### config.mk
export PLATFORM = sky130hd
export DESIGN_NAME = eicl_loader
export DESIGN_NICKNAME = d
export VERILOG_FILES = /design/src/core/eicl_pkg.sv /design/src/core/eicl_word_if.sv /design/src/core/eicl_loader.sv /design/src/core/eicl_fetch.sv
export SDC_FILE = /design/constraint.sdc
export NUM_CORES = 1
export LEC_CHECK = 0
export BUFFER_PORTS_ARGS = -buffer_cell sky130_fd_sc_hd__clkbuf_2
export CAP_MARGIN = 20
export CORE_MARGIN = 2
export CORE_UTILIZATION = 35
export CTS_CLUSTER_DIAMETER = 150
export CTS_CLUSTER_SIZE = 30
export DETAILED_ROUTE_END_ITERATION = 8
export HOLD_SLACK_MARGIN = 0.03
export PLACE_DENSITY_LB_ADDON = 0.08
export SLEW_MARGIN = 20
export SYNTH_ARGS = -nofsm -noshare
export SYNTH_HDL_FRONTEND = slang
export SYNTH_SLANG_ARGS = --single-unit
### constraint.sdc
create_clock -name clk -period 1.9 [get_ports clk]
set_clock_uncertainty 0.05 [all_clocks]
set_input_delay 0.19 -clock clk [delete_from_list [all_inputs] [get_ports clk]]
set_output_delay 0.19 -clock clk [all_outputs]
set_load 0.01 [all_outputs]
### src/core/eicl_pkg.sv
package eicl_pkg;
   // eeprom word map
   localparam logic [9:0] EICL_EE_NODE_PRI0 = 10'h000;
   localparam logic [9:0] EICL_EE_NODE_PRI2 = 10'h002;
   localparam logic [9:0] EICL_EE_PRODUCT = 10'h003;
   localparam logic [9:0] EICL_EE_MFG_DATE = 10'h004;
   localparam logic [9:0] EICL_EE_LEGACY_MAKER = 10'h007;
   localparam logic [9:0] EICL_EE_BUS_PARAM = 10'h008;
   localparam logic [9:0] EICL_EE_ROM_INFO = 10'h009;
   localparam logic [9:0] EICL_EE_NODE_ALT0 = 10'h00a;
   localparam logic [9:0] EICL_EE_NODE_ALT1 = 10'h00b;
   localparam logic [9:0] EICL_EE_NODE_ALT2 = 10'h00c;
   localparam logic [9:0] EICL_EE_SUB_VENDOR = 10'h017;
   localparam logic [9:0] EICL_EE_SUB_IDENT = 10'h018;
   localparam logic [9:0] EICL_EE_IP_LO = 10'h030;
   localparam logic [9:0] EICL_EE_IP_HI = 10'h031;
   localparam logic [9:0] EICL_EE_FLEX_FIRST = 10'h040;
   localparam logic [9:0] EICL_EE_CSUM_4K = 10'h0ff;
   localparam logic [9:0] EICL_EE_CSUM_16K = 10'h3ff;

   // fetch order; index into this table travels with each fetched word
   localparam int EICL_NFETCH = 7;
   localparam logic [2:0] EICL_IX_PRODUCT = 3'h0;
   localparam logic [2:0] EICL_IX_BUS_PARAM = 3'h1;
   localparam logic [2:0] EICL_IX_NODE0 = 3'h2;
   localparam logic [2:0] EICL_IX_NODE1 = 3'h3;
   localparam logic [2:0] EICL_IX_NODE2 = 3'h4;
   localparam logic [2:0] EICL_IX_SUB_VENDOR = 3'h5;
   localparam logic [2:0] EICL_IX_SUB_IDENT = 3'h6;
   localparam logic [2:0] EICL_IX_LAST = 3'h6;

   // configuration space byte offsets (dword aligned)
   localparam logic [7:0] EICL_CFG_IDENT = 8'h00;
   localparam logic [7:0] EICL_CFG_REV = 8'h08;
   localparam logic [7:0] EICL_CFG_SUBSYS = 8'h2c;

   // silicon revision layout
   localparam int EICL_REV_ZERO_LSB = 0;
   localparam int EICL_REV_CODE_LSB = 2;
   localparam int EICL_REV_TYPE_LSB = 5;
   localparam logic [1:0] EICL_REV_ZERO = 2'h0;
   localparam int EICL_DIAG_LSB = 2;
   localparam int EICL_DIAG_MSB = 6;

   // product identifier layout
   localparam int EICL_PROD_VARIANT_MSB = 3;
   localparam int EICL_PROD_NUMBER_LSB = 4;

   // bus parameter word layout and default
   localparam logic [15:0] EICL_BUS_PARAM_RST = 16'h1540;
   localparam int EICL_BP_PULSED_PME = 0;
   localparam int EICL_BP_LOWER_MEG = 1;
   localparam int EICL_BP_NO_MEMBASE = 2;
   localparam int EICL_BP_MIN_GNT_LSB = 6;
   localparam int EICL_BP_MIN_GNT_MSB = 9;
   localparam int EICL_BP_MAX_LAT_LSB = 10;
   localparam int EICL_BP_MAX_LAT_MSB = 15;

   // fetcher states
   typedef enum logic [2:0] {
      EICL_FS_START = 3'b001,
      EICL_FS_WAIT = 3'b010,
      EICL_FS_DONE = 3'b100
   } eicl_fstate_t;

   function automatic logic [9:0] eicl_fetch_addr(input logic [2:0] ix);
      logic [9:0] a;
      a = EICL_EE_PRODUCT;
      case (ix)
         EICL_IX_PRODUCT: a = EICL_EE_PRODUCT;
         EICL_IX_BUS_PARAM: a = EICL_EE_BUS_PARAM;
         EICL_IX_NODE0: a = EICL_EE_NODE_ALT0;
         EICL_IX_NODE1: a = EICL_EE_NODE_ALT1;
         EICL_IX_NODE2: a = EICL_EE_NODE_ALT2;
         EICL_IX_SUB_VENDOR: a = EICL_EE_SUB_VENDOR;
         EICL_IX_SUB_IDENT: a = EICL_EE_SUB_IDENT;
         default: a = EICL_EE_PRODUCT;
      endcase
      return a;
   endfunction
endpackage

### src/core/eicl_word_if.sv
`timescale 1ns/1ps
interface eicl_word_if;
   logic wr;
   logic [2:0] idx;
   logic [15:0] data;
   logic done;
   modport fetcher(output wr, output idx, output data, output done);
   modport sink(input wr, input idx, input data, input done);
endinterface

### src/core/eicl_loader.sv
// Summary of operation
// - revision field: bits 1:0 read zero, revision code in bits 4:2
// - asic type code sits in bits 7:5 of read-only silicon revision
// - silicon revision bits 6:2 mirrored into five-bit diagnostic revision field
// - eeprom word 18h loaded after reset as read-only board subsystem identifier
// - eeprom word 17h loaded after reset as read-only board subsystem vendor
// - fixed read-only 16-bit maker identification, unchangeable by software
// - eeprom word 03 loaded as configuration product identifier
// - product identifier low nibble is variant, upper three nibbles product number
// - with 4K eeprom word ff checksums words 40 to fe
// - with 16K eeprom word 3ff checksums words 40 to 3fe
// - legacy maker code word 07 is never used nor copied anywhere
// - primary node address words 00 to 02 never program node address
// - alternate node address words copied into node address register after reset
// - bus parameter word loaded from eeprom, default 1540h until then
`timescale 1ns/1ps
module eicl_loader
   import eicl_pkg::*;
#(
   parameter logic [15:0] MAKER_IDENT = 16'h5a5a, // arbitrary value
   parameter logic [2:0] ASIC_TYPE = 3'h2, // arbitrary value
   parameter logic [2:0] REV_CODE = 3'h1 // arbitrary value
)
(
   input wire logic clk,
   input wire logic rst_b,
   output logic ee_req,
   output logic [9:0] ee_addr,
   input wire logic ee_ack,
   input wire logic [15:0] ee_data,
   input wire logic ee_large,
   output logic [9:0] ee_csum_addr,
   input wire logic cfg_rd,
   input wire logic [7:0] cfg_addr,
   output logic cfg_rd_valid,
   output logic cfg_retry,
   output logic [31:0] cfg_rd_data,
   output logic [7:0] silicon_rev_reg,
   output logic [4:0] diag_rev_mirror,
   output logic [15:0] maker_ident_reg,
   output logic [15:0] product_ident,
   output logic [11:0] product_number,
   output logic [3:0] product_variant,
   output logic [15:0] board_sub_vendor,
   output logic [15:0] board_sub_ident,
   output logic [47:0] node_addr_reg,
   output logic [15:0] bus_param_word,
   output logic pulsed_pme,
   output logic map_lower_meg,
   output logic no_mem_base,
   output logic [3:0] min_gnt,
   output logic [5:0] max_lat,
   output logic loaded
);
   eicl_word_if wo();

   logic [15:0] product_q;
   logic [15:0] sub_vendor_q;
   logic [15:0] sub_ident_q;
   logic [15:0] node0_q;
   logic [15:0] node1_q;
   logic [15:0] node2_q;
   logic [15:0] bus_param_q;
   logic loaded_q;
   logic rd_valid_q;
   logic [31:0] rd_data_q;

   eicl_fetch u_fetch (
      .clk(clk),
      .rst_b(rst_b),
      .ee_req(ee_req),
      .ee_addr(ee_addr),
      .ee_ack(ee_ack),
      .ee_data(ee_data),
      .wo(wo)
   );

   // write strobes per fetched word; ignored once loading is over
   wire logic wr_ok = wo.wr && !loaded_q;
   wire logic wr_product = wr_ok && (wo.idx == EICL_IX_PRODUCT);
   wire logic wr_bus_param = wr_ok && (wo.idx == EICL_IX_BUS_PARAM);
   wire logic wr_node0 = wr_ok && (wo.idx == EICL_IX_NODE0);
   wire logic wr_node1 = wr_ok && (wo.idx == EICL_IX_NODE1);
   wire logic wr_node2 = wr_ok && (wo.idx == EICL_IX_NODE2);
   wire logic wr_sub_vendor = wr_ok && (wo.idx == EICL_IX_SUB_VENDOR);
   wire logic wr_sub_ident = wr_ok && (wo.idx == EICL_IX_SUB_IDENT);

   // fixed identity: revision byte built from constants, no write path exists
   wire logic [7:0] rev_byte = {ASIC_TYPE, REV_CODE, EICL_REV_ZERO};

   // configuration read decode
   wire logic hit_ident = (cfg_addr == EICL_CFG_IDENT);
   wire logic hit_rev = (cfg_addr == EICL_CFG_REV);
   wire logic hit_subsys = (cfg_addr == EICL_CFG_SUBSYS);
   wire logic [31:0] rd_ident = {product_q, MAKER_IDENT};
   wire logic [31:0] rd_rev = {24'h000000, rev_byte};
   wire logic [31:0] rd_subsys = {sub_ident_q, sub_vendor_q};
   wire logic [31:0] rd_mux = hit_ident ? rd_ident :
                              hit_rev ? rd_rev :
                              hit_subsys ? rd_subsys : 32'h00000000;
   wire logic rd_take = cfg_rd && loaded_q;

   // each identity register keeps its value unless its own fetch lands
   wire logic [15:0] product_d = wr_product ? wo.data : product_q;
   always_ff @(posedge clk) begin
      if (!rst_b) begin
         product_q <= 16'h0000;
      end else begin
         product_q <= product_d;
      end
   end

   wire logic [15:0] sub_vendor_d = wr_sub_vendor ? wo.data : sub_vendor_q;
   always_ff @(posedge clk) begin
      if (!rst_b) begin
         sub_vendor_q <= 16'h0000;
      end else begin
         sub_vendor_q <= sub_vendor_d;
      end
   end

   wire logic [15:0] sub_ident_d = wr_sub_ident ? wo.data : sub_ident_q;
   always_ff @(posedge clk) begin
      if (!rst_b) begin
         sub_ident_q <= 16'h0000;
      end else begin
         sub_ident_q <= sub_ident_d;
      end
   end

   // node address comes from the alternate words only, low word first
   wire logic [15:0] node0_d = wr_node0 ? wo.data : node0_q;
   always_ff @(posedge clk) begin
      if (!rst_b) begin
         node0_q <= 16'h0000;
      end else begin
         node0_q <= node0_d;
      end
   end

   wire logic [15:0] node1_d = wr_node1 ? wo.data : node1_q;
   always_ff @(posedge clk) begin
      if (!rst_b) begin
         node1_q <= 16'h0000;
      end else begin
         node1_q <= node1_d;
      end
   end

   wire logic [15:0] node2_d = wr_node2 ? wo.data : node2_q;
   always_ff @(posedge clk) begin
      if (!rst_b) begin
         node2_q <= 16'h0000;
      end else begin
         node2_q <= node2_d;
      end
   end

   // bus parameters run on the default until the eeprom word arrives
   wire logic [15:0] bus_param_d = wr_bus_param ? wo.data : bus_param_q;
   always_ff @(posedge clk) begin
      if (!rst_b) begin
         bus_param_q <= EICL_BUS_PARAM_RST;
      end else begin
         bus_param_q <= bus_param_d;
      end
   end

   // loaded never falls again before reset, which freezes every identity register
   wire logic loaded_d = loaded_q || wo.done;
   always_ff @(posedge clk) begin
      if (!rst_b) begin
         loaded_q <= 1'b0;
      end else begin
         loaded_q <= loaded_d;
      end
   end

   wire logic rd_valid_d = rd_take;
   always_ff @(posedge clk) begin
      if (!rst_b) begin
         rd_valid_q <= 1'b0;
      end else begin
         rd_valid_q <= rd_valid_d;
      end
   end

   wire logic [31:0] rd_data_d = rd_take ? rd_mux : rd_data_q;
   always_ff @(posedge clk) begin
      if (!rst_b) begin
         rd_data_q <= 32'h00000000;
      end else begin
         rd_data_q <= rd_data_d;
      end
   end

   // checksum word location depends on the fitted part size
   assign ee_csum_addr = ee_large ? EICL_EE_CSUM_16K : EICL_EE_CSUM_4K;

   assign cfg_retry = cfg_rd && !loaded_q;
   assign cfg_rd_valid = rd_valid_q;
   assign cfg_rd_data = rd_data_q;

   assign silicon_rev_reg = rev_byte;
   assign diag_rev_mirror = rev_byte[EICL_DIAG_MSB:EICL_DIAG_LSB];
   assign maker_ident_reg = MAKER_IDENT;
   assign product_ident = product_q;
   assign product_variant = product_q[EICL_PROD_VARIANT_MSB:0];
   assign product_number = product_q[15:EICL_PROD_NUMBER_LSB];
   assign board_sub_vendor = sub_vendor_q;
   assign board_sub_ident = sub_ident_q;
   assign node_addr_reg = {node2_q, node1_q, node0_q};
   assign bus_param_word = bus_param_q;
   assign pulsed_pme = bus_param_q[EICL_BP_PULSED_PME];
   assign map_lower_meg = bus_param_q[EICL_BP_LOWER_MEG];
   assign no_mem_base = bus_param_q[EICL_BP_NO_MEMBASE];
   assign min_gnt = bus_param_q[EICL_BP_MIN_GNT_MSB:EICL_BP_MIN_GNT_LSB];
   assign max_lat = bus_param_q[EICL_BP_MAX_LAT_MSB:EICL_BP_MAX_LAT_LSB];
   assign loaded = loaded_q;
endmodule

### src/core/eicl_fetch.sv
`timescale 1ns/1ps
// walks the fetch table once after reset, one eeprom word at a time
module eicl_fetch
   import eicl_pkg::*;
(
   input wire logic clk,
   input wire logic rst_b,
   output logic ee_req,
   output logic [9:0] ee_addr,
   input wire logic ee_ack,
   input wire logic [15:0] ee_data,
   eicl_word_if.fetcher wo
);
   eicl_fstate_t state_q, state_d;
   logic [2:0] ix_q, ix_d;
   logic wr_q;
   logic [2:0] wr_ix_q;
   logic [15:0] wr_data_q;
   wire logic take = (state_q == EICL_FS_WAIT) && ee_ack;
   wire logic last = (ix_q == EICL_IX_LAST);

   always_comb begin
      state_d = state_q;
      ix_d = ix_q;
      case (state_q)
         EICL_FS_START: state_d = EICL_FS_WAIT;
         EICL_FS_WAIT: begin
            if (take) begin
               if (last) begin
                  state_d = EICL_FS_DONE;
               end else begin
                  ix_d = ix_q + 3'h1;
               end
            end
         end
         EICL_FS_DONE: state_d = EICL_FS_DONE;
         default: state_d = EICL_FS_START;
      endcase
   end

   always_ff @(posedge clk) begin
      if (!rst_b) begin
         state_q <= EICL_FS_START;
         ix_q <= 3'h0;
         wr_q <= 1'b0;
         wr_ix_q <= 3'h0;
         wr_data_q <= 16'h0000;
      end else begin
         state_q <= state_d;
         ix_q <= ix_d;
         wr_q <= take;
         wr_ix_q <= ix_q;
         wr_data_q <= ee_data;
      end
   end

   // only listed words are fetched; primary node words and legacy maker code never are
   assign ee_req = (state_q == EICL_FS_WAIT);
   assign ee_addr = eicl_fetch_addr(ix_q);
   assign wo.wr = wr_q;
   assign wo.idx = wr_ix_q;
   assign wo.data = wr_data_q;
   assign wo.done = (state_q == EICL_FS_DONE) && !wr_q;
endmodule

After elaboration in Yosys (flattened, before gate mapping)
Index checks and enable logic that the tools add are counted.

Input port bits: 29. Bits in registers: 172. Word-level logic and storage cells: 63. Output and inout bits: 226.

Equal/unequal tests: 19. Mux-type cells: 8. Reduce and logical (&&, ||, !) cells: 19. Add/sub/neg operators: 1. Bitwise gates (word level): 1.

Operator list (count): 2-to-1 mux 32 bit (3); one-hot mux 5 bit (6 select lines) (1); == test 3 bit, second input constant (7); == test 3 x 2 -> 1 bit, second input constant (5); logical AND 1 bit (12); 2-to-1 mux 10 bit (1); == test 3 x 1 -> 1 bit, second input constant (3); one-hot mux 3 bit (3 select lines) (1); == test 8 x 4 -> 1 bit, second input constant (1); == test 8 x 6 -> 1 bit, second input constant (1); zero test 8 bit (1); 2-to-1 mux 3 bit (2); inequality test 2 x 1 -> 1 bit, second input constant (2); adder 3 x 1 -> 3 bit, second input constant (1); zero test 3 bit (1); AND reduction 3 bit (1); zero test 1 bit (2); AND reduction 2 bit (1); logical OR 1 bit (1); NOT 1 bit (1).

Depth between registers and ports, before layout
Depth in word-level cells: 4. Gate-level depth with buffers: 5. Gate-level depth less buffers: 5.

Hierarchy
A second synthesis with hierarchy kept.

Cell total of the unflattened synthesis: 832. Area total of the unflattened synthesis: 7235.7 um2.

By module, submodules not included: eicl_loader (sequential area each 2922.8 um2, area an instance 6208.5 um2, cells an instance 735, times used 1); eicl_fetch (sequential area each 520.5 um2, area an instance 1027.2 um2, cells an instance 97, times used 1).

Worst setup path after synthesis
Ideal clock, no wire load.

Path type: in2reg. Start point: input port cfg_addr[4]. End point: register rd_data_q[10], in the netlist cfg_rd_data[10]. Library setup time: 0.070 ns. Arrival: 1.436 ns. Stages on the path: 4. Buffers on the path: 1. Path slack: 0.344 ns. Data required time: 1.780 ns. Cells stage by stage: or4b_1 buf_2 or4_1 a21boi_1.

Longest elaborated chain between the ends: 4. Elaborated cells on any way between the ends: 6. Classes of those cells: eq/ne (2); mux (3); reduce/logical (1).

RTL lines: start: declaration (RTL line eicl_loader.sv:34) `input wire logic [7:0] cfg_addr,`; == test 8 x 6 -> 1 bit (RTL line eicl_loader.sv:94) `wire logic hit_subsys = (cfg_addr == EICL_CFG_SUBSYS);`; 2-to-1 mux 32 bit (RTL line eicl_loader.sv:100) `hit_subsys ? rd_subsys : 32'h00000000;`; 2-to-1 mux 32 bit (RTL line eicl_loader.sv:99) `hit_rev ? rd_rev :`; 2-to-1 mux 32 bit * (RTL line eicl_loader.sv:98) `wire logic [31:0] rd_mux = hit_ident ? rd_ident :`; end signal: assignment (RTL line eicl_loader.sv:193) `rd_data_q <= rd_data_d;`; end: declaration (RTL line eicl_loader.sv:66) `logic [31:0] rd_data_q;`.

Every way passes the cells marked *; elsewhere a longest branch is shown, timed or not. A chain may end at the register's enable or synchronous reset.

Final worst setup path
Start point: register u_fetch.ix_q[1]. End point: output port ee_addr[1].

Longest elaborated chain between the ends: 2. Elaborated cells on any way between the ends: 7. Classes of those cells: eq/ne (6); mux (1).

RTL lines: start: declaration (RTL line eicl_fetch.sv:15) `logic [2:0] ix_q, ix_d;`; start signal: assignment (RTL line eicl_fetch.sv:50) `ix_q <= ix_d;`; == test 3 bit, or another cell as far along (RTL line eicl_pkg.sv:69) `case (ix)`; one-hot mux 5 bit (6 select lines) * (RTL line eicl_pkg.sv:69); end: declaration (RTL line eicl_loader.sv:28) `output logic [9:0] ee_addr,`.

Marks and branches as above.

==> reports/qor.csv <==
stage;metric;value;unit
timing;min Tclk post-route;1.789;ns
critical_path;Slowest Stage Delay on Critical Path;0.38;ns
critical_path;worst path bufs/invs;2;
timing;period utilisation layout;0.9414;
routing;Routed Antenna Nets;0;
critical_path;Slowest-stage cell, CP;dfxtp_4;
critical_path;CP endpoint kind;primary output;
timing;fin. max-slew vios;0;
critical_path;CP delay by family, top;flip-flops;
routing;initial drt markers;389;
finish;fillers;2162;
yosys;ranking of synthesized cells by area;dfxtp_1 (46%), a21boi_0 (10%), nand3_1 (8.4%), o21ai_0 (8.2%), buf_4 (7.4%);
die;number of cell rows;53;
clock_network;H-tree levels;4;
finish;antenna cells;0;
min_path;WHS Endpoint;cfg_rd_data[2];
global_route;first-pass GRT wire length;35060;um
critical_path;reg-to-reg slack, setup;0.24;ns
power;peak supply drop;0.0005718;V
global_route;gr ovfl total;0;
yosys;top-area cell type share of the netlist area;0.4605;
global_route;largest net degree at the start of global routing;65;
placed_design;HPWL Detailed;15070;um
clock_network;CTS Buf Count;17;
critical_path;CP Cell Sequence;inv_1, ha_2, nor2_2, nor2_1, o211ai_1, buf_2;
outcome;status;completed;
die;Starting Density;0.3557;
power;Pleak;3.689;nW
routing;drt drc;0;
critical_path;CP Launch Type;register;
yosys;Primary FF master, synth;dfxtp_1;
die;Die ar.;22550;um^2
placed_design;RePlAce Congestion;0.7391;
die;area of the core;21020;um^2
critical_path;crit-path max FO;5;
global_route;initial antenna violation count;0;
min_path;worst hold stages;4;
timing;RSZ-0062 raised after global routing;no;
routing;vias;6522;
yosys;Commonest cells post-synth;dfxtp_1 (172), nand3_1 (126), o21ai_0 (123), a21boi_0 (100), buf_4 (74);
timing;Slew @ Worst Pin;0.6373;ns
yosys;most common cell in the synthesized netlist;dfxtp_1;
finish;fin nets;1030;
timing;Fin Setup TNS;0;ns
yosys;post-synth top area cell;dfxtp_1;
power;overall power;0.007351;W
timing;fmax;559.1;MHz
clock_network;clock-pin slew on the worst setup and hold paths;0.06;ns
yosys;register area share after synthesis;0.4605;
placed_design;# port buffers;209;
critical_path;Worst Path Arrival;1.55;ns
yosys;FF+latch count, synth;172;
critical_path;Worst Path Required;1.66;ns
yosys;number of synthesized flops with an enable pin;0;
clock_network;CTS Buffer Depth;2;
finish;register area;3448;um^2
finish;Layout area overhead;22.62;%
clock_network;Skew-Pair Late Insertion Delay;0.43;ns
min_path;HP Start;cfg_addr[5];
die;I/O pin count;255;
finish;area of the multi-input gates;3333;um^2
critical_path;reg2reg start;loaded;
power;power density over the cells;801.8;nW/um^2
yosys;Mapped Area;7477;um^2
die;Die Height;150.2;um
clock_network;clk sinks;172;
critical_path;critical path class;register to primary output;
clock_network;root buffer cell;clkbuf_16;
yosys;FFs w/ async S/R, synth;0;
min_path;Min-Delay Path Class;primary input to register;
routing;wire per inst;18.34;um
finish;share of layout cells above drive strength 1;0.2741;
critical_path;FF-to-FF End;cfg_rd_data[20];
clock_network;CTS tree;yes;
yosys;Yosys cell types;45;
routing;WL final;23510;um
die;Die Wd;150.2;um
yosys;Ys Warns;0;
timing;Slew headroom;0.5735;
global_route;Global Route Usage Sum;0.2045;
yosys;Mean Syn Cell Area;8.912;um^2
routing;routed vias/inst;5.087;
timing;setup violators final;0;
yosys;Mapped Cells;839;
flow_run;Max Cap Viol;0;
critical_path;R2R cell count;4;
timing;Final Hold Fails;0;
global_route;vias in the first global route;5924;
routing;Pre-antenna DRT Iters;4;
worst max path at each step:
stage | from | endpoint | slack, ns | cells past startpoint
6_report | u_fetch.ix_q[1] | ee_addr[1] | 0.11 | 6
5_1_grt | u_fetch.ix_q[0] | ee_addr[1] | 0.007 | 6
4_1_cts | u_fetch.ix_q[0] | ee_addr[1] | 0.005 | 6
3_5_place_dp | cfg_addr[4] | cfg_rd_data[0] | 0.09 | 4
3_3_place_gp | cfg_addr[4] | cfg_rd_data[8] | 0.11 | 4
2_1_floorplan | cfg_addr[4] | cfg_rd_data[10] | 0.34 | 4
worst register-to-register path, delay by kind of cell, from the launching register on:
kind            cells  cell delay (ns)
simple gates        2             0.70
flops               1             0.51
compound gates      1             0.15
buf+inv             1             0.19
power by group:
part	total (W)	switching (W)	leakage, nW	internal [W]
Combinational	0.000304	0.000175	2.05	0.000129
Clock	0.00332	0.00141	0.248	0.00191
Sequential	0.00372	0.0000893	1.39	0.00363
Total	0.00735	0.00168	3.69	0.00567
cell families after synthesis:
logic type / Yosys count / share of synthesized area
compound gates: 273 / 0.2348
simple gates: 231 / 0.1747
flops: 172 / 0.4605
buf+inv: 154 / 0.1180
fa+ha+maj: 4 / 0.006694
mux: 3 / 0.004351
other cells: 2 / 0.001004
sequential cells by signal, indices dropped and copies added (netlist names):
name,cells
board_sub_ident,16
u_fetch.ix_q,3
node2_q,16
u_fetch.wo.wr,1
cfg_rd_data,32
bus_param_word,16
node1_q,16
u_fetch.wo.idx,3
u_fetch.wo.data,16
u_fetch.state_q,3
product_ident,16
cfg_rd_valid,1
board_sub_vendor,16
node0_q,16
loaded,1
metal layers:
metal | global-route usage | vias to the layer above | part of all wire | routed length, um
li1 | - | 3194 | - | -
met1 | 0.2821 | 3105 | 0.47 | 11070
met2 | 0.3098 | 207 | 0.45 | 10490
met3 | 0.06242 | 16 | 0.070 | 1657
met4 | 0.05566 | 0 | 0.012 | 293
met5 | 0 | - | 0 | 0
metrics by stage:
stage / setup slack (ns) / hold WS (ns) / util / area, um^2 / cells
final: 0.1113 / 0.1125 / 0.4362 / 9169 / 1282
after global placement: 0.1116 / 0.3301 / 0.4018 / 8447 / 1237
after floorplan: 0.3443 / 0.2673 / - / 7627 / 879
after global routing: 0.006988 / 0.1093 / 0.4362 / 9169 / 1282
after CTS: 0.004967 / 0.09797 / 0.4353 / 9150 / 1282
after detailed placement: 0.08623 / 0.3301 / 0.4018 / 8447 / 1237
cells in the final DEF (no fill, tap or decap), types with 9 or more instances in the layout:
cell,synthesis,routed
clkbuf_2,0,207
dfxtp_1,172,170
nand3_1,126,126
o21ai_0,123,122
a21boi_0,100,100
conb_1,2,42
and2_1,21,21
clkbuf_16,0,17
buf_4,74,17
a21boi_1,16,16
and3_1,16,16
a221o_1,16,16
dlygate4sd3_1,0,16
nand2_1,12,12
a21oi_1,11,11
or4_1,9,9
nand4_1,9,9
area by class of cell:
cell class                      instances  area share
Tap cell                              275     0.03753
Timing Repair Buffer                  249      0.1624
Multi-Input combinational cell        553      0.3635
Clock buffer                           22     0.04844
Clock inverter                          7     0.01037
Inverter                                4    0.001638
Sequential cell                       172      0.3761
repair_timing:
action                                  4_1_cts  5_1_grt
gates resized for setup                       2        7
setup buffers                                 0        0
cloned                                        0        0
endpoints found under the setup margin        2        2
hold endpoints to repair                     16        0
hold buffers                                 16        0
Power figures use the tool's default switching activity.
